<file path="src/hw/acr_pkg.sv">
// Shared constants and types for the amplifier configuration register bank.
// Assumes an I2C slave front end with byte offsets 0x00 to 0x03.
package acr_pkg;
  // Register offsets
  localparam logic [7:0] OFF_CHAN_CFG = 8'h00;
  localparam logic [7:0] OFF_MISC1 = 8'h01;
  localparam logic [7:0] OFF_MISC2 = 8'h02;
  localparam logic [7:0] OFF_SAP_FMT = 8'h03;
  // Reset values
  localparam logic [7:0] CHAN_CFG_RST = 8'h00;
  localparam logic [7:0] MISC1_RST = 8'h32;
  localparam logic [7:0] MISC2_RST = 8'h62;
  localparam logic [7:0] SAP_FMT_RST = 8'h04;
  // Reserved bits 7 and 3 of the second misc register read as zero
  localparam logic [7:0] MISC2_WMASK = 8'h77;
  // Field positions
  localparam int RST_BIT = 7;
  localparam int PAIR_UP_BIT = 5;
  localparam int PAIR_LO_BIT = 4;
  localparam int LINE_LSB = 0;
  localparam int HPF_BIT = 7;
  localparam int OTW_LSB = 5;
  localparam int OC_BIT = 4;
  localparam int RAMP_LSB = 2;
  localparam int GAIN_LSB = 0;
  localparam int FREQ_LSB = 4;
  localparam int OSR_BIT = 2;
  localparam int PHASE_LSB = 0;
  localparam int RATE_LSB = 6;
  localparam int HALF_BIT = 5;
  localparam int SIZE_BIT = 4;
  localparam int SWAP_BIT = 3;
  localparam int FMT_LSB = 0;
  // Codes checked for validity, then the bit count of a byte
  localparam logic [2:0] FREQ_RSVD_LO = 3'h2;
  localparam logic [2:0] FREQ_RSVD_HI = 3'h4;
  localparam logic [2:0] FREQ_48X = 3'h7;
  localparam logic [1:0] RATE_48K = 2'h1;
  localparam logic [1:0] RATE_RSVD = 2'h3;
  localparam logic [2:0] FMT_RSVD = 3'h7;
  localparam logic [3:0] BYTE_BITS = 4'h8;

  typedef enum logic [2:0] {ST_IDLE, ST_RX, ST_ACK, ST_TX, ST_TXACK, ST_TXNEXT} acr_fsm_e;
  typedef enum logic [1:0] {PH_DEV, PH_SUB, PH_DATA} acr_phase_e;

  typedef struct packed {
    logic sclS1;
    logic sclS2;
    logic sclD;
    logic sdaS1;
    logic sdaS2;
    logic sdaD;
    logic fsS1;
    logic fsS2;
    logic fsD;
    acr_fsm_e fsm;
    acr_phase_e phase;
    logic [3:0] bitCnt;
    logic [7:0] shift;
    logic [7:0] ptr;
    logic rdMode;
    logic sdaOe;
    logic sdaOutBit;
    logic [3:0][7:0] regs;
    logic rstPulse;
    logic [2:0] rampCnt;
    logic stepStrobe;
    logic cfgErr;
  } acr_state_s;
endpackage

</file>
<file path="src/hw/acr_config_regs.sv">
// Configuration register bank of a four-channel amplifier, reached over I2C.
// Assumes SCL, SDA and the frame sync come from pins outside this clock domain.
//
// Notes on behaviour
// - Writing one to channel config bit 7 resets the device; zero is normal.
// - Channel config bit 5 pairs channels 3 and 4 into one bridge.
// - Channel config bit 4 pairs channels 1 and 2 into one bridge.
// - Channel config bits 3..0 put channels 1..4 into line output mode.
// - Misc one bit 7 set bypasses the input high-pass filter.
// - Misc one bits 6..5 pick overtemperature warning, 140 down to 110 C.
// - Misc one bit 4 picks overcurrent level 1 or 2, reset level 2.
// - Misc one bits 3..2 give one volume step per 1, 2, 4, 8 frame syncs.
// - Misc one bits 1..0 pick one of four gains, reset code 10.
// - Misc two bits 6..4 set switching frequency; 010-100 reserved.
// - Misc two bit 2 picks modulator oversampling 64x or 128x.
// - Misc two bits 1..0 set output phase offset, reset code 10.
// - Format bits 7..6 declare 44.1, 48 or 96 kHz; 11 reserved.
// - Format bit 5 picks first or last four slots of eight.
// - Format bit 4 picks 24/32-bit or 16-bit TDM slots.
// - Format bit 3 swaps channel 1/2 slots with channel 3/4 slots.
// - Format bits 2..0 pick input format; 111 reserved.
// - Registers reached over I2C; address increments after each written byte and each acknowledged read byte.
`timescale 1ns/1ns
module acr_config_regs
  import acr_pkg::*;
#(
  parameter logic [6:0] DEV_ADDR = 7'h2A // Arbitrary default slave address
) (
  // Clock and reset
  input wire logic ref_clk,
  input wire logic rst,
  // I2C pins, SDA open drain
  input wire logic sclIn,
  input wire logic sdaIn,
  output logic sdaOut,
  output logic sdaOe,
  // Audio frame sync pin
  input wire logic frameSyncIn,
  // Output stage configuration
  output logic deviceResetPulse,
  output logic pairUpperBridges,
  output logic pairLowerBridges,
  output logic [3:0] lineOutSelect,
  // Protection and gain
  output logic highpassSkip,
  output logic [1:0] overtempWarnThreshold,
  output logic overcurrentLevelSelect,
  output logic [1:0] volumeRampRate,
  output logic [1:0] gainLevel,
  output logic volumeStepStrobe,
  // Modulator
  output logic [2:0] switchFreqSelect,
  output logic modulatorOversampling,
  output logic [1:0] outputPhaseOffset,
  // Serial audio port
  output logic [1:0] sampleRateSelect,
  output logic eightSlotHalfSelect,
  output logic tdmSlotNarrow,
  output logic channelPairSwap,
  output logic [2:0] inputFormat,
  output logic configCodeInvalid
);

  localparam logic [1:0] IDX_CHAN = OFF_CHAN_CFG[1:0];
  localparam logic [1:0] IDX_MISC1 = OFF_MISC1[1:0];
  localparam logic [1:0] IDX_MISC2 = OFF_MISC2[1:0];
  localparam logic [1:0] IDX_SAP = OFF_SAP_FMT[1:0];
  localparam logic [3:0][7:0] REG_DEFAULTS = {SAP_FMT_RST, MISC2_RST, MISC1_RST, CHAN_CFG_RST};

  // Reserved general-call and ten-bit address groups cannot be served
  if (DEV_ADDR[6:3] == 4'h0 || DEV_ADDR[6:3] == 4'hF) begin : g_addr_check
    $error("DEV_ADDR lies in a reserved I2C address group");
  end

  acr_state_s s;
  acr_state_s n;
  logic sclRise;
  logic sclFall;
  logic startSeen;
  logic stopSeen;
  logic fsRise;
  logic wrEn;
  logic [1:0] wrIdx;
  logic [7:0] wrData;

  // Unmapped offsets read as zero
  function automatic logic [7:0] regRead(input logic [3:0][7:0] r, input logic [7:0] a);
    regRead = (a <= OFF_SAP_FMT) ? r[a[1:0]] : 8'h00;
  endfunction

  // Bits that a write may change
  function automatic logic [7:0] writeMask(input logic [1:0] idx);
    writeMask = (idx == IDX_MISC2) ? MISC2_WMASK : 8'hFF;
  endfunction

  // Edges are taken from the second synchroniser stage only
  assign sclRise = s.sclS2 & ~s.sclD;
  assign sclFall = ~s.sclS2 & s.sclD;
  assign startSeen = s.sclS2 & s.sclD & s.sdaD & ~s.sdaS2;
  assign stopSeen = s.sclS2 & s.sclD & ~s.sdaD & s.sdaS2;
  assign fsRise = s.fsS2 & ~s.fsD;

  // Next state of the whole block
  always_comb begin
    n = s;
    wrEn = 1'b0;
    wrIdx = s.ptr[1:0];
    wrData = s.shift;
    n.sclS1 = sclIn;
    n.sclS2 = s.sclS1;
    n.sclD = s.sclS2;
    n.sdaS1 = sdaIn;
    n.sdaS2 = s.sdaS1;
    n.sdaD = s.sdaS2;
    n.fsS1 = frameSyncIn;
    n.fsS2 = s.fsS1;
    n.fsD = s.fsS2;
    n.rstPulse = 1'b0;
    n.stepStrobe = 1'b0;
    n.sdaOutBit = 1'b0;
    // Volume step pacing; >= recovers when the rate shrinks mid count
    if (fsRise) begin
      if (s.rampCnt >= 3'((4'h1 << s.regs[IDX_MISC1][RAMP_LSB +: 2]) - 4'h1)) begin
        n.rampCnt = 3'h0;
        n.stepStrobe = 1'b1;
      end else begin
        n.rampCnt = s.rampCnt + 3'h1;
      end
    end
    case (s.fsm)
      ST_IDLE: begin
        n.sdaOe = 1'b0;
      end
      ST_RX: begin
        if (sclRise) begin
          n.shift = {s.shift[6:0], s.sdaS2};
          n.bitCnt = s.bitCnt + 4'h1;
        end else if (sclFall && s.bitCnt == BYTE_BITS) begin
          n.bitCnt = 4'h0;
          n.fsm = ST_ACK;
          n.sdaOe = 1'b1;
          case (s.phase)
            PH_DEV: begin
              n.rdMode = s.shift[0];
              n.phase = PH_SUB;
              // Foreign address: stay silent until the next start
              if (s.shift[7:1] != DEV_ADDR) begin
                n.fsm = ST_IDLE;
                n.sdaOe = 1'b0;
              end
            end
            PH_SUB: begin
              n.ptr = s.shift;
              n.phase = PH_DATA;
            end
            default: begin
              n.ptr = s.ptr + 8'h01;
              wrEn = (s.ptr <= OFF_SAP_FMT);
            end
          endcase
        end
      end
      ST_ACK: begin
        if (sclFall) begin
          if (s.rdMode) begin
            n.shift = regRead(s.regs, s.ptr);
            n.sdaOe = ~n.shift[7];
            n.fsm = ST_TX;
          end else begin
            n.sdaOe = 1'b0;
            n.fsm = ST_RX;
          end
        end
      end
      ST_TX: begin
        if (sclRise) begin
          n.bitCnt = s.bitCnt + 4'h1;
        end else if (sclFall) begin
          if (s.bitCnt == BYTE_BITS) begin
            n.sdaOe = 1'b0;
            n.bitCnt = 4'h0;
            n.fsm = ST_TXACK;
          end else begin
            n.shift = {s.shift[6:0], 1'b0};
            n.sdaOe = ~s.shift[6];
          end
        end
      end
      ST_TXACK: begin
        if (sclRise) begin
          if (s.sdaS2) begin
            n.fsm = ST_IDLE;
          end else begin
            n.ptr = s.ptr + 8'h01;
            n.fsm = ST_TXNEXT;
          end
        end
      end
      ST_TXNEXT: begin
        if (sclFall) begin
          n.shift = regRead(s.regs, s.ptr);
          n.sdaOe = ~n.shift[7];
          n.fsm = ST_TX;
        end
      end
      default: begin
        n.fsm = ST_IDLE;
      end
    endcase
    // Register update; self reset also restarts the step pacing
    if (wrEn) begin
      if (wrIdx == IDX_CHAN && wrData[RST_BIT]) begin
        n.regs = REG_DEFAULTS;
        n.rstPulse = 1'b1;
        n.rampCnt = 3'h0;
      end else begin
        n.regs[wrIdx] = wrData & writeMask(wrIdx);
      end
    end
    // Start and stop override any byte in flight
    if (startSeen) begin
      n.fsm = ST_RX;
      n.phase = PH_DEV;
      n.bitCnt = 4'h0;
      n.sdaOe = 1'b0;
    end else if (stopSeen) begin
      n.fsm = ST_IDLE;
      n.sdaOe = 1'b0;
    end
    // Reserved or unsupported code combinations
    n.cfgErr = (n.regs[IDX_SAP][RATE_LSB +: 2] == RATE_RSVD)
      || (n.regs[IDX_SAP][FMT_LSB +: 3] == FMT_RSVD)
      || (n.regs[IDX_MISC2][FREQ_LSB +: 3] >= FREQ_RSVD_LO && n.regs[IDX_MISC2][FREQ_LSB +: 3] <= FREQ_RSVD_HI)
      || (n.regs[IDX_MISC2][FREQ_LSB +: 3] == FREQ_48X && n.regs[IDX_SAP][RATE_LSB +: 2] == RATE_48K);
  end

  // State register
  always_ff @(posedge ref_clk or posedge rst) begin
    if (rst) begin
      s <= '0;
      s.regs <= REG_DEFAULTS;
      // Bus lines idle high, so the edge detectors start there and see no false edge
      s.sclS1 <= 1'b1;
      s.sclS2 <= 1'b1;
      s.sclD <= 1'b1;
      s.sdaS1 <= 1'b1;
      s.sdaS2 <= 1'b1;
      s.sdaD <= 1'b1;
    end else begin
      s <= n;
    end
  end

  // I2C pin drive and self reset pulse
  assign sdaOut = s.sdaOutBit;
  assign sdaOe = s.sdaOe;
  assign deviceResetPulse = s.rstPulse;
  // Channel configuration fields
  assign pairUpperBridges = s.regs[IDX_CHAN][PAIR_UP_BIT];
  assign pairLowerBridges = s.regs[IDX_CHAN][PAIR_LO_BIT];
  assign lineOutSelect = s.regs[IDX_CHAN][LINE_LSB +: 4];
  // First misc register fields
  assign highpassSkip = s.regs[IDX_MISC1][HPF_BIT];
  assign overtempWarnThreshold = s.regs[IDX_MISC1][OTW_LSB +: 2];
  assign overcurrentLevelSelect = s.regs[IDX_MISC1][OC_BIT];
  assign volumeRampRate = s.regs[IDX_MISC1][RAMP_LSB +: 2];
  assign gainLevel = s.regs[IDX_MISC1][GAIN_LSB +: 2];
  assign volumeStepStrobe = s.stepStrobe;
  // Second misc register fields
  assign switchFreqSelect = s.regs[IDX_MISC2][FREQ_LSB +: 3];
  assign modulatorOversampling = s.regs[IDX_MISC2][OSR_BIT];
  assign outputPhaseOffset = s.regs[IDX_MISC2][PHASE_LSB +: 2];
  // Serial audio format fields
  assign sampleRateSelect = s.regs[IDX_SAP][RATE_LSB +: 2];
  assign eightSlotHalfSelect = s.regs[IDX_SAP][HALF_BIT];
  assign tdmSlotNarrow = s.regs[IDX_SAP][SIZE_BIT];
  assign channelPairSwap = s.regs[IDX_SAP][SWAP_BIT];
  assign inputFormat = s.regs[IDX_SAP][FMT_LSB +: 3];
  assign configCodeInvalid = s.cfgErr;
endmodule

</file>
<file path="config.mk">
export PLATFORM = sky130hd
export DESIGN_NAME = acr_config_regs
export DESIGN_NICKNAME = d
export VERILOG_FILES = /design/src/hw/acr_pkg.sv /design/src/hw/acr_config_regs.sv
export SDC_FILE = /design/constraint.sdc
export NUM_CORES = 1
export LEC_CHECK = 0
export ABC_AREA = 1
export BUFFER_PORTS_ARGS = -buffer_cell sky130_fd_sc_hd__buf_2
export CAP_MARGIN = 25
export CORE_MARGIN = 4
export CORE_UTILIZATION = 40
export DETAILED_ROUTE_END_ITERATION = 8
export SYNTH_ARGS = -nofsm -noshare
export SYNTH_HDL_FRONTEND = slang
export SYNTH_SLANG_ARGS = --single-unit
</file>
<file path="constraint.sdc">
create_clock -name ref_clk -period 2.6 [get_ports ref_clk]
set_input_delay 0 -clock ref_clk [delete_from_list [all_inputs] [get_ports ref_clk]]
set_output_delay 0 -clock ref_clk [all_outputs]
set_load 0.02 [all_outputs]
</file>
## Word-level counts from Yosys, hierarchy flattened

Cells that the tools add are included.

| word-level totals | value |
|---|---|
| flip-flop bits (word level) | 74 |
| input bits | 5 |
| output and inout port bits | 33 |
| word-level logic and storage cells | 182 |

| cells by class | value |
|---|---|
| add/sub/neg operators | 4 |
| order comparisons | 6 |
| eq/ne operators | 38 |
| shift-type cells | 1 |
| mux-type cells | 64 |
| bitwise operators | 17 |
| reduce and logical (&&, ||, !) cells | 26 |

Operator list:

| kind | count |
|---|---|
| $mux 8 | 12 |
| $ne 4x4->1 const B | 11 |
| $mux 36 | 1 |
| $bwmux 32 | 1 |
| $mux 32 | 1 |
| $pmux 8 s2 | 2 |
| $pmux 8 s4 | 1 |
| $mux 3 | 10 |
| $ne 2x2->1 const B | 12 |
| $mux 10 | 2 |
| $mux 4 | 5 |
| $pmux 3 s6 | 1 |
| $bmux 8 s2 | 1 |
| $demux 8 s2 | 1 |
| $mux 1 | 14 |
| $eq 3x3->1 const B | 4 |
| $mux 12 | 1 |
| $reduce_and 4->1 | 3 |
| $mux 2 | 5 |
| $mux 9 | 1 |
| $reduce_and 9->1 | 1 |
| $add 8x1->8 const B | 1 |
| $and 1x1->1 | 8 |
| $and 8x8->8 | 1 |
| 36 further kinds | 56 |

## Longest topological paths before layout

Gate-level depths: netlist (run 1).

| depth | value |
|---|---|
| depth in word-level cells | 11 |
| gate-level depth with buffers | 14 |
| depth with buffers taken out | 12 |

## Worst setup path after synthesis (run 1)

No wires, ideal clock.

| timing path | value |
|---|---|
| kind | register -> register |
| start point | reg s[41] (netlist bit) |
| end point | reg s (netlist bit configCodeInvalid) |
| setup time | 0.123 ns |
| data arrival time | 1.904 ns |
| data required time | 2.477 ns |
| setup slack | 0.573 ns |
| stages on the path, launching flop included | 13 |
| buffers on the path | 3 |
| period minus slack after synthesis | 2.027 ns |
| path through | dfrtp_1 clkbuf_1 inv_1 clkbuf_1 ha_1 clkbuf_1 nand2_1 o211ai_1 nand4_1 nand2_1 nor2_1 nor2_1 nand3_2 |

RTL lines:

| element | RTL line | source |
|---|---|---|
| start, declared | acr_config_regs.sv:75 | `acr_state_s s;` |
| start signal, assigned | acr_config_regs.sv:250 | `s <= n;` |

==> qor.yml, run 1 <==
status: "complete, no violations"
final_nets: 572
nFillCells: 1076
grt_pass1_wl_microns: 17400
cts_inserted_buffers: 9
core_sq_um: 10500
swShare_pct: 35.5
port-buffer-count: 36
cts_htree_levels: 3
cp.required_ps: 2850
routed_via_density: 5.22
worst_clock_skew_ps: 10.3
grt_pass1_vias: 3361
seqCellArea_sq_um: 1870
dpl_cell_area_sq_um: 4530
final.setup.tns_ps: 0
final_common_cell: "nand2_1"
clkPwrFrac_pct: 29.1
worstMarginPinSlew_ps: 649
antenna_left: 0
synth.avg_cell_area_sq_um: 8.22
top_layer: "met4"
yosysWarnings: 0
diodes: 0
leakagePower_nw: 2.33
p_seq_share_pct: 50.0
ctsHoldBuffers: 4
async_reset_ff_share_pct: 100
clkTransAtPathRegs_ps: 80
antenna_found_initial: 0
synthesis.instances: 530
wl_microns: 10500
drive_gt1_share_pct: 20.6
remaining_drc_errors: 0
post-route-min-period_ps: 2150
period_share_pct: 82.6
irDropWorstVdd_mv: 0.340
mappedNetlistNets: 549
crit_path_end_kind: "register"
wl_met2_microns: 4890
syn_to_final_growth_pct: 8.55
cts-root-buf: "clkbuf_8"
stdcell_area_sq_um: 4730
wl_met3_microns: 585
r2r_slack_ps: 450
vias: 3624
timing.final.setup_violations: 0
syn_area_sq_um: 4360
hpwl_microns: 7790
criticalPathCategory: "register to register"
wl_met1_microns: 4860
hold_path.class: "primary input to async pin"
maxCapViolCount: 0
cp-start-kind: "register"
hold_viol: 0
max_slew_margin_pct: 56.7
firstDrtPassIters: 5
arrival_ps: 2400
p_sw_mw: 0.955
ios: 38
overflow: 0
synth_edf_count: 0
post-cts-setup-buffers: 0
fin_hold_ws_ps: 245
gp_congestion: 0.867
die-area_sq_um: 12600
initial_core_util_pct: 41.7
post_cts_resized: 0
die_h_microns: 112
p_per_area_nw_per_um2: 569
drv_slew: 0
internal_power_mw: 1.74
rsz0062_at_grt: "false"
insertion_delay_ps: 370
track_usage_pct: 17.1
ys_types: 49
fp.dieW_microns: 112
synth-seq-cells: 74
comb_power_share_pct: 21.0
seq_area_frac_synth_pct: 42.9
grt_max_degree: 42
synthFlopType: "dfrtp_1"
final_cell_mix: "91 x nand2_1, 66 x inv_1, 61 x dfrtp_1, 54 x o21ai_0, 44 x nor2_1"
clock.fmax_ghz: 0.466
clk_path_buf_depth: 2
cp_max_fo: 14
drt_iter0_drc: 216
cts_sinks: 74
multiInputGateArea_sq_um: 1960
wl_per_cell_microns: 15.2
cts_tree: "built"
fp-row-count: 37
[cells in the mapped netlist, types with 3 or more instances]
cell type / number / share of area (%)
nand3_2: 8 / 1.8
a211oi_1: 3 / 0.52
a211oi_2: 3 / 0.86
o21ai_0: 54 / 6.2
nand2_2: 4 / 0.57
nand2_1: 91 / 7.8
clkbuf_1: 7 / 0.60
inv_1: 67 / 5.8
dfrtp_1: 61 / 35
nor2_4: 3 / 0.77
nor3_1: 3 / 0.34
o22ai_1: 4 / 0.57
o21ai_1: 6 / 0.69
dfstp_2: 13 / 7.8
inv_2: 5 / 0.43
o211ai_1: 10 / 1.7
nand4_1: 9 / 1.3
nand3_1: 26 / 3.0
a22oi_1: 3 / 0.52
nand2_4: 3 / 0.77
buf_4: 22 / 3.8
ha_1: 14 / 4.0
nor2_1: 44 / 3.8
o21ai_2: 5 / 1.0
a21oi_1: 24 / 2.8
buf_6: 3 / 0.77
clkinv_1: 3 / 0.26
a21oi_2: 3 / 0.60
[registers in the layout, indices dropped and copies added (netlist names), 2 cells and up]
name and flops:
inputFormat 3, wrData 8, volumeRampRate 2, outputPhaseOffset 2
switchFreqSelect 3, overtempWarnThreshold 2, lineOutSelect 4, n 6
s 28, sampleRateSelect 2, gainLevel 2
[power by group through the flow]
stage,Sequential [mW],Combinational (mW),Clock (mW)
6_report,1.34,0.564,0.783
5_1_grt,1.35,0.635,0.862
3_5_place_dp,1.36,0.550,0
2_1_floorplan,1.31,0.430,0
4_1_cts,1.34,0.558,0.808
3_3_place_gp,1.36,0.545,0
[final cells by class]
type / count / area share [%]
clock buffer: 11 / 2.78
sequential: 74 / 39.5
inverter: 79 / 6.50
timing repair buffer: 44 / 5.55
clock inverter: 5 / 0.687
multi-input combinational: 345 / 41.4
tap: 136 / 3.60
[critical path: stages, from the launching register on]
cell and delay, ps:
dfstp_2 550, ha_1 210, nand4_1 250, nor2_4 320
nand2_4 120, nor2_8 210, inv_6 120, nand3_2 80
nand2_1 50, nand2_1 60, nand3_2 50
[metal layers]
metal | track usage [%] | up-vias
met3 | 3.56 | 19
met5 | 0 | -
met4 | 5.85 | 0
li1 | - | 1778
met2 | 26.3 | 110
met1 | 24.1 | 1717
[path summary, 6_finish.rpt]
kind / start / end / depth (start not counted)
max: s[72] / configCodeInvalid / 10
min: rst / s[45] / 3
max reg2reg: s[72] / configCodeInvalid / 10
min reg2reg: n[73] / n[72] / 0
max in group asynchronous: rst / inputFormat[2] / 4
min in group ref_clk: frameSyncIn / n[67] / 2
[logic make-up (layout without fill, tap and decap cells)]
logic type / after synthesis / in the layout / synth area share [%]
XOR/XNOR: 4 / 4 / 0.804
multiplexers: 1 / 1 / 0.230
AO/OA/AOI/OAI: 124 / 124 / 17.1
adder cells (fa/ha/maj): 14 / 14 / 4.02
flip-flops: 74 / 74 / 42.9
AND/OR/NAND/NOR: 201 / 201 / 22.7
buffers and inverters: 111 / 139 / 12.2
other: 1 / 1 / 0.0860
[metrics by stage]
stage | setup WS, ps | std cells | power [mW] | util, %
2_1_floorplan | 573 | 530 | 1.74 | -
3_3_place_gp | 523 | 674 | 1.91 | 43.3
3_5_place_dp | 471 | 674 | 1.91 | 43.3
4_1_cts | 460 | 694 | 2.71 | 45.2
5_1_grt | 310 | 694 | 2.85 | 45.2
6_report | 452 | 694 | 2.69 | 45.2
(Power assumes the default switching activity.)
==> run 2: changes to the inputs <==
- clock period: 2.6 -> 2.16 ns (I/O delays scaled with it)
==> run 2 against run 1 <==
Non-clock buffer count up 11. Critical endpoint is now s[59]. Clock skew grew 2.5 ps. Critical path type unchanged. Register-to-register slack worse by 290 ps. Cell count up 1.6%. Largest cell class unchanged. Cell area up 2.2%.
==> qor.yml, run 2 (synthesized netlist as in run 1, its figures left out) <==
status: "complete, no violations"
timing.final.setup_violations: 0
die-area_sq_um: 12600
worst_clock_skew_ps: 12.9
hold_path.class: "primary input to async pin"
period_share_pct: 92.6
vias: 3694
internal_power_mw: 2.25
crit_path_end_kind: "register"
cts_tree: "built"
grt_pass1_vias: 3672
cp.required_ps: 2400
largest_reg_flops: 28
worst-path-stages: 12
path_cells: "inv_1 > ha_1 > nand4_1 > nand2_1 > nand2_1 > nand2_1 > a21oi_2 > inv_1 > nand2_1 > nand2_1 > nand2_1 > nor2_1"
p_sw_mw: 1.18
insertion_delay_ps: 360
cts_inserted_buffers: 9
ios: 38
cp-start-kind: "register"
worstMarginPinSlew_ps: 577
track_usage_pct: 17.8
antenna_left: 0
clock.fmax_ghz: 0.500
reg2regPathDepth: 12
hpwl_microns: 8200
final_cell_mix: "91 x nand2_1, 66 x inv_1, 61 x dfrtp_1, 54 x o21ai_0, 44 x nor2_1"
cts_htree_levels: 3
top_register: "s"
maxCapViolCount: 0
fp-row-count: 37
cts-root-buf: "clkbuf_8"
post-cts-setup-buffers: 0
clkPwrFrac_pct: 32.5
cts_sinks: 74
final_nets: 583
wl_microns: 10900
diodes: 0
rsz0062_at_grt: "false"
remaining_drc_errors: 0
clk_path_buf_depth: 2
hold_viol: 0
comb_power_share_pct: 20.4
crit_path_max_incr_delay_ps: 570
drive_gt1_share_pct: 22.5
critical_path_buf_inv_count: 2
swShare_pct: 34.4
routed_via_density: 5.24
cpMostUsedCell: "nand2_1"
clkTransAtPathRegs_ps: 90
p_per_area_nw_per_um2: 708
max_slew_margin_pct: 61.5
drt_iter0_drc: 373
arrival_ps: 2240
fp.dieW_microns: 112
slowest_stage: "dfstp_2"
final_common_cell: "nand2_1"
core_sq_um: 10500
wl_per_cell_microns: 15.5
cp_max_fo: 6
gp_congestion: 0.944
initial_core_util_pct: 41.7
irDropWorstVdd_mv: 0.291
cpLargestDelayFamily: "simple AND/OR/NAND/NOR gates"
grt_max_degree: 32
leakagePower_nw: 2.39
post-route-min-period_ps: 2000
syn_to_final_growth_pct: 11.0
port-buffer-count: 36
overflow: 0
final.setup.tns_ps: 0
antenna_found_initial: 0
fin_hold_ws_ps: 222
firstDrtPassIters: 5
utilization_pct: 46.2
drv_slew: 0
p_seq_share_pct: 47.1
die_h_microns: 112
grt_pass1_wl_microns: 18300
criticalPathCategory: "register to register"
-- run 2: cell types whose count changed in the layout (fill, tap and decap cells not counted), sizes merged --
| cell | before | now |
|---|---|---|
| bufinv | 0 | 1 |
| clkinvlp | 0 | 3 |
| buf | 40 | 51 |
| clkinv | 11 | 7 |
-- run 2: power groups by stage --
stage / logic (mW) / registers, mW / clock network, mW
after floorplan: 0.518 / 1.57 / 0
after global placement: 0.678 / 1.64 / 0
after detailed placement: 0.688 / 1.64 / 0
after CTS: 0.697 / 1.61 / 1.13
after global routing: 0.791 / 1.63 / 1.18
final: 0.700 / 1.61 / 1.11
-- run 2: layout make-up --
type | instances | area, sq um
fill | 1046 | 5620
multi-input combinational | 345 | 1960
sequential | 74 | 1870
timing repair buffer | 55 | 333
inverter | 79 | 312
tap | 136 | 170
clock buffer | 11 | 141
clock inverter | 5 | 55.1
-- run 2: path summary, 6_finish.rpt --
check,from,endpoint,slack [ps]
setup / recovery,n[72],s[59],160
hold / removal,rst,overtempWarnThreshold[1],220
setup reg to reg,n[72],s[59],160
hold reg to reg,n[67],n[66],350
max in group asynchronous,rst,switchFreqSelect[1],1140
min in group ref_clk,frameSyncIn,n[67],280
-- run 2: what timing repair did --
action                                 in CTS  in global routing
endpoints found under the hold margin      27                  0
setup endpoints to repair                   0                  1
hold buffers                                4                  0
resized for setup                           0                  1
-- run 2: per-layer routing --
| metal | vias up | global-route usage (%) | share of wire [%] |
|---|---|---|---|
| met2 | 117 | 28.9 | 46 |
| met3 | 31 | 3.40 | 5.3 |
| met1 | 1751 | 23.4 | 45 |
| li1 | 1795 | - | - |
| met5 | - | 0 | 0 |
| met4 | 0 | 7.29 | 3.3 |
-- run 2: worst reg2reg max path: cells and delay by family, from the launching register on --
kind	cells	cell delay, ps
buffers and inverters	2	170
flip-flops	1	570
AO/OA/AOI/OAI	1	180
AND/OR/NAND/NOR	8	750
adder cells (fa/ha/maj)	1	220
-- run 2: through the flow --
stage | cell area, sq um | power [mW] | std cells | worst slack, ps
after global routing | 4840 | 3.60 | 705 | 7.14
final | 4840 | 3.42 | 705 | 159
after global placement | 4600 | 2.32 | 685 | 217
after floorplan | 4360 | 2.09 | 530 | 133
after CTS | 4830 | 3.44 | 705 | 137
after detailed placement | 4600 | 2.33 | 685 | 156
==> run 3: changes to the inputs <==
- PLACE_DENSITY: default -> 0.57
==> run 3 against run 2 <==
Combinational power is essentially flat. Clock skew is 1.9 ps higher. Register-to-register slack is essentially flat. Largest cell class unchanged. Sequential power about the same. Cell count fell by 0.28%. Critical endpoint is now configCodeInvalid. Cell area rose by 0.98%. Worst hold slack worse by 110 ps. Largest power group unchanged.
==> qor.yml, run 3 (synthesized netlist as in run 1, its figures left out) <==
cp_max_fo: 8
overflow: 0
swShare_pct: 34.1
cpLargestDelayFamily: "simple AND/OR/NAND/NOR gates"
post-route-min-period_ps: 2000
antenna_found_initial: 0
arrival_ps: 2250
crit_path_max_incr_delay_ps: 580
vias: 3668
core_sq_um: 10500
worstMarginPinSlew_ps: 536
comb_power_share_pct: 19.6
drive_gt1_share_pct: 22.6
antenna_left: 0
fp.dieW_microns: 112
cp.required_ps: 2410
cts_htree_levels: 3
critical_path_buf_inv_count: 0
leakagePower_nw: 2.40
final_cells: 703
remaining_drc_errors: 0
worst_clock_skew_ps: 14.8
diodes: 0
hold_viol: 0
stdcell_area_sq_um: 4890
track_usage_pct: 18.1
grt_pass1_wl_microns: 18400
clock.fmax_ghz: 0.500
wl_microns: 11100
slowest_stage: "dfstp_2"
criticalPathCategory: "register to register"
maxCapViolCount: 0
cts-root-buf: "clkbuf_8"
die_h_microns: 112
cpMostUsedCell: "nor2_1"
gp_congestion: 0.890
worst-path-stages: 8
irDropWorstVdd_mv: 0.392
cts_inserted_buffers: 9
timing.final.setup_violations: 0
final_common_cell: "nand2_1"
p_sw_mw: 1.21
clkTransAtPathRegs_ps: 80
fp-row-count: 37
cts_tree: "built"
p_per_area_nw_per_um2: 728
clkPwrFrac_pct: 34.8
drv_slew: 0
final.setup.tns_ps: 0
crit_path_end_kind: "register"
cts_sinks: 74
max_slew_margin_pct: 63.8
grt_pass1_vias: 3637
final_cell_mix: "91 x nand2_1, 66 x inv_1, 61 x dfrtp_1, 54 x o21ai_0, 44 x nor2_1"
firstDrtPassIters: 4
reg2regPathDepth: 8
largest_reg_flops: 28
final_nets: 581
drt_iter0_drc: 257
clk_path_buf_depth: 2
wl_per_cell_microns: 15.8
cp-start-kind: "register"
grt_max_degree: 63
insertion_delay_ps: 360
ios: 38
nFillCells: 1075
status: "complete, no violations"
p_seq_share_pct: 45.5
dpl_cell_area_sq_um: 4570
syn_to_final_growth_pct: 12.1
period_share_pct: 92.5
place_inst: 680
internal_power_mw: 2.34
hpwl_microns: 8160
port-buffer-count: 36
top_register: "s"
rsz0062_at_grt: "false"
initial_core_util_pct: 41.7
routed_via_density: 5.22
path_cells: "ha_4 > nand4_1 > nor2_4 > nand3_4 > o21ai_1 > nor2_1 > nor2_1 > nand3_2"
fin_hold_ws_ps: 108
hold_path.class: "primary input to async pin"
die-area_sq_um: 12600
## run 3: changes by cell type in the layout (fill, tap and decap cells not counted), sizes merged
cell and delta:
buf -2, clkbuf -2, clkinvlp -2, inv +2, bufinv +1, clkinv +1
## run 3: final timing paths
check                                    end   startpoint  slack, ps
setup reg to reg           configCodeInvalid        s[72]        160
setup / recovery           configCodeInvalid        s[72]        160
hold reg to reg                        n[66]        n[67]        350
min in group ref_clk                   n[67]  frameSyncIn        280
hold / removal                         s[63]          rst        110
max in group asynchronous     inputFormat[2]          rst       1410
## run 3: power by group through the flow
stage	Combinational (mW)	Sequential, mW	Clock [mW]
final	0.698	1.62	1.24
after global placement	0.675	1.64	0
after CTS	0.692	1.61	1.28
after global routing	0.783	1.63	1.34
after detailed placement	0.684	1.64	0
after floorplan	0.518	1.57	0
## run 3: cell type report
cell class	instances	area (sq um)	share of cell area, %
Timing Repair Buffer	53	330	6.76
Tap cell	136	170	3.48
Clock buffer	9	124	2.54
Clock inverter	7	100	2.05
Inverter	79	314	6.43
Sequential cell	74	1870	38.2
Multi-Input combinational cell	345	1980	40.5
## run 3: repair_timing
item	4_1_cts	5_1_grt
resized for setup	0	5
endpoints found under the hold margin	68	0
hold buffers	4	0
endpoints found under the setup margin	0	5
setup buffers	0	3
## run 3: tightest hold or removal path: stages
cell and delay (ps):
dlygate4sd3_1 530, buf_2 130, clkinv_2 180
## run 3: metrics by stage
stage	util [%]	power [mW]	worst slack [ps]
2_1_floorplan	-	2.09	133
3_3_place_gp	43.7	2.32	186
3_5_place_dp	43.7	2.32	117
4_1_cts	46.2	3.58	102
5_1_grt	46.7	3.75	8.76
6_report	46.7	3.56	161
## run 3: layer usage
metal | vias up | wire (microns) | track usage, %
li1 | 1797 | - | -
met1 | 1746 | 5050 | 24.1
met2 | 103 | 5280 | 29.4
met3 | 22 | 486 | 3.02
met4 | 0 | 261 | 7.13
met5 | - | 0 | 0
